<file path="config.mk">
export PLATFORM = sky130hd
export DESIGN_NAME = pll_limp_home_ctrl
export DESIGN_NICKNAME = d
export VERILOG_FILES = /design/src/inc/pll_lh_pkg.sv /design/src/hw/pll_limp_home_ctrl.sv
export SDC_FILE = /design/constraint.sdc
export NUM_CORES = 1
export LEC_CHECK = 0
export ABC_AREA = 1
export BUFFER_PORTS_ARGS = -buffer_cell sky130_fd_sc_hd__buf_2
export CAP_MARGIN = 25
export CELL_PAD_IN_SITES_DETAIL_PLACEMENT = 2
export CELL_PAD_IN_SITES_GLOBAL_PLACEMENT = 2
export CORE_MARGIN = 2
export CORE_UTILIZATION = 26
export DETAILED_ROUTE_END_ITERATION = 16
export HOLD_SLACK_MARGIN = 0.03
export PLACE_DENSITY_LB_ADDON = 0.1
export RECOVER_POWER = 25
export SETUP_SLACK_MARGIN = 0.4
export SYNTH_ARGS = -nofsm -noshare
export SYNTH_HDL_FRONTEND = slang
export SYNTH_SLANG_ARGS = --single-unit
</file>
<file path="constraint.sdc">
create_clock -name pclk -period 1.3 [get_ports pclk]
set_input_delay 0.195 -clock pclk [delete_from_list [all_inputs] [get_ports pclk]]
set_output_delay 0.195 -clock pclk [all_outputs]
set_load 0.05 [all_outputs]
</file>
<file path="src/inc/pll_lh_pkg.sv">
// Package: register map, field positions, reset values and timing counts
package pll_lh_pkg;
    // ------------------------------------------------------------
    // Register offsets (byte addresses)
    // ------------------------------------------------------------
    localparam logic [7:0] CTRL_OFS = 8'h00;
    localparam logic [7:0] FLAG_OFS = 8'h04;
    localparam logic [7:0] STAT_OFS = 8'h08;
    // ------------------------------------------------------------
    // Control register fields
    // ------------------------------------------------------------
    localparam int AUTO_BIT = 0;
    localparam int TRK_BIT = 1;
    localparam int PLL_POWER_ENABLE_BIT = 2;
    localparam int NOLH_BIT = 3;
    localparam int CME_BIT = 4;
    localparam int FORCED_CLOCK_MONITOR_ENABLE_BIT = 5;
    localparam int BUS_CLOCK_FROM_PLL_SELECT_BIT = 6;
    localparam int MCS_BIT = 7;
    localparam int LOCK_CHANGE_IRQ_ENABLE_BIT = 8;
    localparam int LIMP_HOME_IRQ_ENABLE_BIT = 9;
    localparam logic [9:0] CTRL_RST = 10'h055;
    // ------------------------------------------------------------
    // Flag register fields (bits 0 and 1 write one to clear, bits 2 and 3 read-only)
    // ------------------------------------------------------------
    localparam int LOCKIF_BIT = 0;
    localparam int LIMP_HOME_IRQ_FLAG_BIT = 1;
    localparam int LOCK_BIT = 2;
    localparam int LIMP_HOME_STATUS_FLAG_BIT = 3;
    // ------------------------------------------------------------
    // Free-running counter timing
    // ------------------------------------------------------------
    localparam int CNT_STAGES = 13;
    localparam logic [12:0] MID_COUNT = 13'h1000;
    localparam logic [12:0] CNT_ZERO = 13'h0000;
endpackage : pll_lh_pkg

</file>
<file path="src/hw/pll_limp_home_ctrl.sv">
// PLL lock status, filter mode control and limp-home supervision
`timescale 1ns/1ps

module pll_limp_home_ctrl (
    input wire logic pclk, // Bus clock
    input wire logic presetn, // Async reset, active low
    input wire logic psel, // APB select
    input wire logic penable, // APB enable
    input wire logic pwrite, // APB direction
    input wire logic [7:0] paddr, // APB byte address
    input wire logic [31:0] pwdata, // APB write data
    output logic [31:0] prdata, // APB read data
    output logic pready, // APB ready
    output logic pslverr, // APB error, unmapped address
    input wire logic pll_supply, // PLL supply present, async
    input wire logic normal_mode, // Normal operating mode strap, async
    input wire logic vco_locked, // Analog lock comparator, async
    input wire logic vco_tracking, // Analog tracking comparator, async
    input wire logic external_clock_input, // Monitor result: clock present, async
    output logic pll_power_enable, // PLL power enable
    output logic filter_tracking_select, // Filter mode, 1 tracking
    output logic bus_clock_from_pll_select, // Bus clock from PLL
    output logic module_clock_select, // Module clock select
    output logic forced_clock_monitor_enable, // Monitor enable to analog
    output logic limp_home_status_flag, // Running on VCO minimum
    output logic vco_min_clock_select, // Timing, debug, module clocks from VCO
    output logic internal_reset_n, // Internal reset, active low
    output logic monitor_reset_req, // Clock monitor reset request
    output logic lock_irq, // Lock change interrupt
    output logic limp_home_irq // Limp-home interrupt
);
    import pll_lh_pkg::*;

    // ------------------------------------------------------------
    // Input synchronisers
    // ------------------------------------------------------------
    logic [4:0] async_in;
    logic [4:0] sync1_r;
    logic [4:0] sync2_r;
    assign async_in = {external_clock_input, vco_tracking, vco_locked, normal_mode, pll_supply};

    always_ff @(posedge pclk or negedge presetn) begin
        if (!presetn) begin
            sync1_r <= 5'h00;
            sync2_r <= 5'h00;
        end else begin
            sync1_r <= async_in;
            sync2_r <= sync1_r;
        end
    end

    logic supply_s;
    logic normal_s;
    logic locked_s;
    logic tracking_s;
    logic ext_s;
    assign supply_s = sync2_r[0];
    assign normal_s = sync2_r[1];
    assign locked_s = sync2_r[2];
    assign tracking_s = sync2_r[3];
    assign ext_s = sync2_r[4];

    // ------------------------------------------------------------
    // State machine
    // ------------------------------------------------------------
    typedef enum logic [1:0] {
        ST_RESET = 2'b00,
        ST_RESET_EXT = 2'b01,
        ST_RUN = 2'b10
    } phase_t;
    phase_t phase_r;

    logic [9:0] ctrl_r;
    logic lockif_r;
    logic limp_home_irq_flag_r;
    logic lock_r;
    logic limp_home_status_flag_r;
    logic [12:0] cnt_r;
    logic mid_hit;
    logic lh_allowed;
    logic mon_on;
    logic wr_en;
    logic rd_en;
    logic addr_ok;

    assign wr_en = psel && penable && pwrite;
    assign rd_en = psel && !penable && !pwrite;
    assign addr_ok = (paddr == CTRL_OFS) || (paddr == FLAG_OFS) || (paddr == STAT_OFS);
    assign mid_hit = (cnt_r == MID_COUNT);
    assign lh_allowed = supply_s && !ctrl_r[NOLH_BIT];
    assign mon_on = ctrl_r[CME_BIT] || ctrl_r[FORCED_CLOCK_MONITOR_ENABLE_BIT] || limp_home_status_flag_r;

    // ------------------------------------------------------------
    // 13-stage free-running counter
    // ------------------------------------------------------------
    always_ff @(posedge pclk or negedge presetn) begin
        if (!presetn) begin
            cnt_r <= CNT_ZERO;
        end else if (phase_r == ST_RESET && ext_s) begin
            cnt_r <= CNT_ZERO;
        end else if (phase_r == ST_RESET_EXT && mid_hit) begin
            cnt_r <= CNT_ZERO;
        end else begin
            cnt_r <= cnt_r + 13'h0001;
        end
    end

    // ------------------------------------------------------------
    // Reset phase and limp-home status
    // ------------------------------------------------------------
    logic limp_home_status_flag_nxt;
    always_comb begin
        limp_home_status_flag_nxt = limp_home_status_flag_r;
        unique case (phase_r)
            ST_RESET: begin
                if (ext_s || !supply_s) begin
                    limp_home_status_flag_nxt = 1'b0;
                end else if (mid_hit) begin
                    limp_home_status_flag_nxt = normal_s;
                end
            end
            ST_RESET_EXT: begin
                limp_home_status_flag_nxt = 1'b0;
            end
            ST_RUN: begin
                if (limp_home_status_flag_r) begin
                    if (mid_hit && ext_s) begin
                        limp_home_status_flag_nxt = 1'b0;
                    end
                end else if (!ext_s && mon_on && lh_allowed) begin
                    limp_home_status_flag_nxt = 1'b1;
                end
            end
            default: begin
                limp_home_status_flag_nxt = 1'b0;
            end
        endcase
    end

    always_ff @(posedge pclk or negedge presetn) begin
        if (!presetn) begin
            phase_r <= ST_RESET;
        end else begin
            unique case (phase_r)
                ST_RESET: begin
                    if (ext_s) begin
                        phase_r <= ST_RESET_EXT;
                    end else if (mid_hit) begin
                        phase_r <= ST_RUN;
                    end
                end
                ST_RESET_EXT: begin
                    if (mid_hit) begin
                        phase_r <= ST_RUN;
                    end
                end
                ST_RUN: begin
                    phase_r <= ST_RUN;
                end
                default: begin
                    phase_r <= ST_RESET;
                end
            endcase
        end
    end

    always_ff @(posedge pclk or negedge presetn) begin
        if (!presetn) begin
            limp_home_status_flag_r <= 1'b0;
        end else begin
            limp_home_status_flag_r <= limp_home_status_flag_nxt;
        end
    end

    // ------------------------------------------------------------
    // Control register
    // ------------------------------------------------------------
    always_ff @(posedge pclk or negedge presetn) begin
        if (!presetn) begin
            ctrl_r <= CTRL_RST;
        end else if (wr_en && paddr == CTRL_OFS) begin
            ctrl_r <= pwdata[9:0];
            if (pwdata[AUTO_BIT]) begin
                ctrl_r[TRK_BIT] <= ctrl_r[TRK_BIT];
            end
        end else if (ctrl_r[AUTO_BIT]) begin
            ctrl_r[TRK_BIT] <= tracking_s;
        end
    end

    // ------------------------------------------------------------
    // Lock status and interrupt flags
    // ------------------------------------------------------------
    logic lock_clr;
    logic lh_clr;
    assign lock_clr = wr_en && paddr == FLAG_OFS && pwdata[LOCKIF_BIT];
    assign lh_clr = wr_en && paddr == FLAG_OFS && pwdata[LIMP_HOME_IRQ_FLAG_BIT];

    always_ff @(posedge pclk or negedge presetn) begin
        if (!presetn) begin
            lock_r <= 1'b0;
            lockif_r <= 1'b0;
        end else begin
            lock_r <= locked_s;
            if (lock_r != locked_s) begin
                lockif_r <= 1'b1;
            end else if (lock_clr) begin
                lockif_r <= 1'b0;
            end
        end
    end

    always_ff @(posedge pclk or negedge presetn) begin
        if (!presetn) begin
            limp_home_irq_flag_r <= 1'b0;
        end else if (limp_home_status_flag_nxt != limp_home_status_flag_r) begin
            limp_home_irq_flag_r <= 1'b1;
        end else if (lh_clr) begin
            limp_home_irq_flag_r <= 1'b0;
        end
    end

    // ------------------------------------------------------------
    // Clock control outputs
    // ------------------------------------------------------------
    logic in_reset_nxt;
    assign in_reset_nxt = (phase_r != ST_RUN) && !(phase_r == ST_RESET && mid_hit && !ext_s)
        && !(phase_r == ST_RESET_EXT && mid_hit);

    always_ff @(posedge pclk or negedge presetn) begin
        if (!presetn) begin
            pll_power_enable <= 1'b1;
        end else begin
            pll_power_enable <= ctrl_r[PLL_POWER_ENABLE_BIT] || limp_home_status_flag_nxt;
        end
    end

    always_ff @(posedge pclk or negedge presetn) begin
        if (!presetn) begin
            filter_tracking_select <= 1'b0;
        end else begin
            filter_tracking_select <= ctrl_r[TRK_BIT];
        end
    end

    always_ff @(posedge pclk or negedge presetn) begin
        if (!presetn) begin
            bus_clock_from_pll_select <= 1'b1;
        end else begin
            bus_clock_from_pll_select <= ctrl_r[BUS_CLOCK_FROM_PLL_SELECT_BIT] || limp_home_status_flag_nxt;
        end
    end

    always_ff @(posedge pclk or negedge presetn) begin
        if (!presetn) begin
            module_clock_select <= 1'b0;
        end else begin
            module_clock_select <= ctrl_r[MCS_BIT] && !limp_home_status_flag_nxt;
        end
    end

    always_ff @(posedge pclk or negedge presetn) begin
        if (!presetn) begin
            forced_clock_monitor_enable <= 1'b1;
        end else begin
            forced_clock_monitor_enable <= mon_on || limp_home_status_flag_nxt;
        end
    end

    always_ff @(posedge pclk or negedge presetn) begin
        if (!presetn) begin
            limp_home_status_flag <= 1'b0;
        end else begin
            limp_home_status_flag <= limp_home_status_flag_nxt;
        end
    end

    always_ff @(posedge pclk or negedge presetn) begin
        if (!presetn) begin
            vco_min_clock_select <= 1'b1;
        end else begin
            vco_min_clock_select <= limp_home_status_flag_nxt || (phase_r == ST_RESET && supply_s && !ext_s);
        end
    end

    always_ff @(posedge pclk or negedge presetn) begin
        if (!presetn) begin
            internal_reset_n <= 1'b0;
        end else begin
            internal_reset_n <= !in_reset_nxt;
        end
    end

    always_ff @(posedge pclk or negedge presetn) begin
        if (!presetn) begin
            monitor_reset_req <= 1'b0;
        end else begin
            monitor_reset_req <= (phase_r == ST_RUN) && !ext_s && mon_on && !lh_allowed
                && !limp_home_status_flag_r;
        end
    end

    always_ff @(posedge pclk or negedge presetn) begin
        if (!presetn) begin
            lock_irq <= 1'b0;
        end else begin
            lock_irq <= lockif_r && ctrl_r[LOCK_CHANGE_IRQ_ENABLE_BIT];
        end
    end

    always_ff @(posedge pclk or negedge presetn) begin
        if (!presetn) begin
            limp_home_irq <= 1'b0;
        end else begin
            limp_home_irq <= limp_home_irq_flag_r && ctrl_r[LIMP_HOME_IRQ_ENABLE_BIT];
        end
    end

    // ------------------------------------------------------------
    // APB slave, zero wait states
    // ------------------------------------------------------------
    always_ff @(posedge pclk or negedge presetn) begin
        if (!presetn) begin
            pready <= 1'b0;
        end else begin
            pready <= psel && !penable;
        end
    end

    always_ff @(posedge pclk or negedge presetn) begin
        if (!presetn) begin
            pslverr <= 1'b0;
        end else begin
            pslverr <= psel && !penable && !addr_ok;
        end
    end

    always_ff @(posedge pclk or negedge presetn) begin
        if (!presetn) begin
            prdata <= 32'h00000000;
        end else if (rd_en) begin
            unique case (paddr)
                CTRL_OFS: prdata <= {22'h000000, ctrl_r};
                FLAG_OFS: prdata <= {28'h0000000, limp_home_status_flag_r, lock_r, limp_home_irq_flag_r, lockif_r};
                STAT_OFS: prdata <= {19'h00000, cnt_r};
                default: prdata <= 32'h00000000;
            endcase
        end
    end
endmodule : pll_limp_home_ctrl

</file>
After elaboration in Yosys (flattened, before gate mapping)
Cells that the tools add are included.
W data, S select, Z words.

operators by class
  $add $sub $neg = 1
  equality and inequality tests = 9
  muxes and demuxes = 19
  reduce and logical (&&, ||, !) cells = 55

operators with widths
  operator                 number
  $pmux W13 S3             1
  $logic_and A1 B1 Y1      28
  $mux W13                 2
  $add A13 B1 Y13 const B  1
  $eq A13 B13 Y1 const B   1
  $logic_not A1 Y1         12
  $mux W1                  12
  $logic_or A1 B1 Y1       9
  $eq A8 B3 Y1 const B     1
  $eq A8 B4 Y1 const B     1
  $logic_not A8 Y1         1
  $pmux W2 S3              1
  $reduce_bool A2 Y1       3
  $mux W2                  2
  $ne A2 B2 Y1 const B     2
  $eq A2 B1 Y1 const B     1
  $eq A2 B2 Y1 const B     1
  $logic_not A2 Y1         1
  $ne A1 B1 Y1             2
  $pmux W1 S2              1
  $reduce_and A2 Y1        1

word-level totals
  bits in registers = 83
  bits of input ports = 50
  output and inout bits = 45
  logic and storage cells = 107

Logic depth before layout (Yosys ltp)
  depth in word-level cells = 9
  depth in mapped cells = 10
  depth with buffers taken out = 10

Least setup slack after synthesis
No wires, ideal clock.

  path type = register to register
  start = register limp_home_status_flag (netlist name)
  end = register bus_clock_from_pll_select
  setup time = 82 ps
  data arrival time = 1399 ps
  data required time = 1218 ps
  setup slack = -181 ps
  cell stages (with the launch flop) = 7
  buffers on the path = 0
  period minus slack after synthesis = 1481 ps
  path through = dfrtp_1 > inv_1 > nand2_1 > nor3_1 > nor2_1 > nand2_2 > or2_1

RTL lines
  item                  RTL line                   RTL
  end signal, assigned  pll_limp_home_ctrl.sv:250  bus_clock_from_pll_select <= ctrl_r[BUS_CLOCK_FROM_PLL_SELECT_BIT] || limp_home_status_flag_nxt;
  end, declared         pll_limp_home_ctrl.sv:22   output logic bus_clock_from_pll_select,

Worst setup path in the final report
  start = register cnt_r[1]
  end = register phase_r[0]

on the way
  word-level cells in the longest chain between the ends = 4

RTL lines
  item                    RTL line                   RTL
  start, declared         pll_limp_home_ctrl.sv:78   logic [12:0] cnt_r;
  start signal, assigned  pll_limp_home_ctrl.sv:104  cnt_r <= cnt_r + 13'h0001;
  $eq A13 B13 Y1 *        pll_limp_home_ctrl.sv:89   assign mid_hit = (cnt_r == MID_COUNT);
  $mux W2 *               -
  $mux W2                 -
  $pmux W2 S3 *           -
  end signal, assigned    pll_limp_home_ctrl.sv:142  phase_r <= ST_RESET;
  end signal, assigned    pll_limp_home_ctrl.sv:147  phase_r <= ST_RESET_EXT;
  end signal, assigned    pll_limp_home_ctrl.sv:149  phase_r <= ST_RUN;
  end, declared           pll_limp_home_ctrl.sv:71   phase_t phase_r;

Mark *: on every way between the ends. The rest lies on a longest branch, timed or not.
A chain may end at the register's enable or synchronous reset.

==> impl_metrics.py <==
metrics = {
    "routing": {
        "wl_per_cell_um": 18.5,
        "wirelength_um": 12100,
        "drt_first_pass_iters": 4,
        "viasPerCell": 4.49,
        "drt_iter0_drc": 92,
        "drc": 0,
        "vias": 2937,
        "ant_nets": 0,
    },
    "pwr": {
        "p_sw_frac": 0.302,
        "power.density_nw_per_um2": 1240,
        "combPwrFrac": 0.262,
        "p_leak_nw": 2.66,
        "ir_drop_mv": 0.792,
        "netSwitchingPower_mw": 2.06,
        "clkPwrFrac": 0.409,
        "p_int_mw": 4.76,
        "seqPwrFrac": 0.328,
    },
    "die": {
        "die_w_um": 112,
        "die_y_um": 112,
        "rows": 39,
        "core-area_um2": 11400,
        "die_area_um2": 12500,
        "start_util": 0.265,
        "ios": 95,
    },
    "yosys": {
        "synth-seq-area-share": 0.535,
        "synth_top_area_frac": 0.465,
        "syn_inst": 341,
        "yosysMostFrequentCell": "nand2_1",
        "ys_warn_count": 0,
        "synth.area.top_cells": "dfrtp_1 46%, nand2_1 12%, dfstp_2 7.0%",
        "async_reset_ff_frac": 1.00,
        "synth_cell_types": 32,
        "synth-seq-cells": 64,
        "synth_area_um2": 3010,
        "synth_flop_cell": "dfrtp_1",
        "synth.largest_area_cell": "dfrtp_1",
        "ys_top_cells_by_count": "96 x nand2_1, 56 x dfrtp_1, 31 x inv_1",
        "synth_edf_count": 0,
        "syn_avg_cell_area_um2": 8.84,
    },
    "sta": {
        "rsz0062_at_grt": "true",
        "period_share": 1.16,
        "tightest_slew_ns": 0.632,
        "hold_viol_final": 0,
        "fin_ws_ns": -0.211,
        "slew_viol_final": 0,
        "fin_crit_ns": 1.51,
        "skew_ns": 0.00653,
        "setup_violations": 21,
        "relSlewSlack": 0.579,
        "fmax_mhz": 662,
    },
    "global_route": {
        "grt_pass1_wl_um": 16400,
        "grt_pass1_vias": 3118,
        "grt_max_degree": 65,
        "grt_antenna_before_repair": 0,
        "grtUsageTotal": 0.170,
        "overflow": 0,
    },
    "finish": {
        "layout-drive-gt1-share": 0.601,
        "diodes": 0,
        "final_nets": 558,
        "n_fill_cell": 1152,
        "final_cell_area_um2": 5490,
        "multi_input_area_um2": 1790,
        "instances_no_fill": 654,
        "seq_area_um2": 1610,
        "area_growth_pct": 82.2,
    },
    "critical_path": {
        "worst-setup-path-type": "reg -> reg",
        "r2r_setup_slack_ns": -0.21,
        "r2r_cells": 10,
        "critical_path_peak_fanout": 3,
        "worstSetupEndpointType": "flip-flop",
        "worstPathCellList": "inv_2, ha_4, nand2_4, nor2_4, nand3_4, buf_6, buf_6, buf_6, nand2_2, nand2_1",
        "crit_path_max_incr_delay_ns": 0.40,
        "rr_endpoint": "phase_r[0]",
        "start_kind": "flip-flop",
        "crit_path_frequent_cell": "buf_6",
        "crit_slowest_cell": "dfrtp_1",
        "cp.required_ns": 1.53,
        "rr_startpoint": "cnt_r[1]",
        "crit_arrival_ns": 1.74,
    },
    "clock_tree": {
        "path_clk_slew_ns": 0.05,
        "cts.sinks": 64,
        "clk_latency_ns": 0.34,
        "cts_tree": "built",
        "h-tree-depth": 3,
        "clock_path_buffers": 2,
        "cts-root-buf": "clkbuf_16",
        "cts_buffers": 9,
    },
    "run": {
        "max-cap-violations": 0,
    },
    "placement": {
        "io_buffers": 53,
        "hpwl_um": 6520,
        "place.gp.congestion": 0.790,
        "dpl_cell_area_um2": 3800,
        "dp.cells": 585,
    },
    "min_path": {
        "min-delay-start": "penable",
        "hold_end": "pslverr",
        "hp-class": "in -> reg",
        "whs_path_depth": 2,
    },
    "status": {
        "violations": "negative setup slack",
        "status": "finished with violations",
    },
}
==> final cells by class <==
class / count / area share
Clock inverter: 2 / 0.0109
Sequential cell: 64 / 0.294
Inverter: 34 / 0.0244
Timing Repair Buffer: 158 / 0.262
Clock buffer: 14 / 0.0499
Multi-Input combinational cell: 239 / 0.327
Tap cell: 143 / 0.0326
==> routing by layer <==
metal	vias to the layer above	global-route usage	share of wire
li1	1374	-	-
met4	0	0.0691	0.021
met2	61	0.285	0.55
met5	-	0	0
met1	1487	0.220	0.40
met3	15	0.0283	0.023
==> worst max path at each step <==
stage             start                           to  cells after the start
2_1_floorplan  cnt_r[0]    bus_clock_from_pll_select                      9
3_3_place_gp   cnt_r[0]             pll_power_enable                      9
3_5_place_dp   cnt_r[0]  forced_clock_monitor_enable                     10
4_1_cts        cnt_r[0]             pll_power_enable                      9
5_1_grt        cnt_r[0]                    cnt_r[12]                      8
6_report       cnt_r[1]                   phase_r[0]                     10
==> power by group through the flow <==
stage                     combinational, mW  clock (mW)  sequential (mW)
after global routing                   1.94        2.94             2.26
after global placement                 1.09           0             2.26
after CTS                              1.52        2.81             2.23
after floorplan                       0.540           0             2.32
final                                  1.79        2.79             2.24
after detailed placement               1.11           0             2.27
==> logic make-up (layout without fill, tap and decap cells) <==
logic type / after synthesis / in the layout / synth area share
flops: 64 / 64 / 0.535
fa+ha+maj: 2 / 2 / 0.00830
compound gates: 23 / 23 / 0.0436
xor+xnor: 6 / 6 / 0.0174
buf+inv: 58 / 208 / 0.107
simple gates: 187 / 189 / 0.288
other cells: 1 / 19 / 0.00124
==> sequential cells by signal, indices dropped and copies added, names as in the netlist, 2 cells and up <==
signal	cells
cnt_r	13
ctrl_r	10
phase_r	2
prdata	13
sync1_r	5
sync2_r	5
==> timing repair <==
action / 4_1_cts / 5_1_grt
pin swaps: 46 / 39
hold buffers: 6 / 0
endpoints found under the setup margin: 74 / 75
gates cloned: 1 / 1
buffers inserted: 22 / 23
endpoints found under the hold margin: 61 / 0
gates resized for setup: 153 / 87
==> placed cells by master (no fill, tap or decap), drive strengths merged, types with 8 or more instances in the layout <==
cell type  synthesis  final
o21ai             15     15
dfrtp             56     56
nor3              12     12
dfstp              8      8
nand3             28     28
clkbuf             1     16
buf               23    150
conb               1     19
nor2              34     34
nand2            103    105
inv               34     33
==> metrics by stage <==
step	setup TNS (ns)	power, mW	worst slack [ns]	hold slack, ns	util
floorplan	-0.423	2.86	-0.0954	-0.101	-
global placement	-2.39	3.35	-0.162	0.249	0.334
detailed placement	-3.27	3.38	-0.193	0.249	0.334
CTS	-1.24	6.56	-0.139	0.0420	0.435
global route	-4.30	7.13	-0.277	0.0573	0.483
finish	-2.41	6.82	-0.211	0.0473	0.483
==> worst max-delay path, delay by kind of cell (launching register included) <==
| family | cells | cell delay (ns) |
|---|---|---|
| DFF | 1 | 0.40 |
| and+or+nand+nor | 5 | 0.39 |
| buffers and inverters | 4 | 0.45 |
| adders and majority gates | 1 | 0.14 |
(Power assumes the default switching activity.)
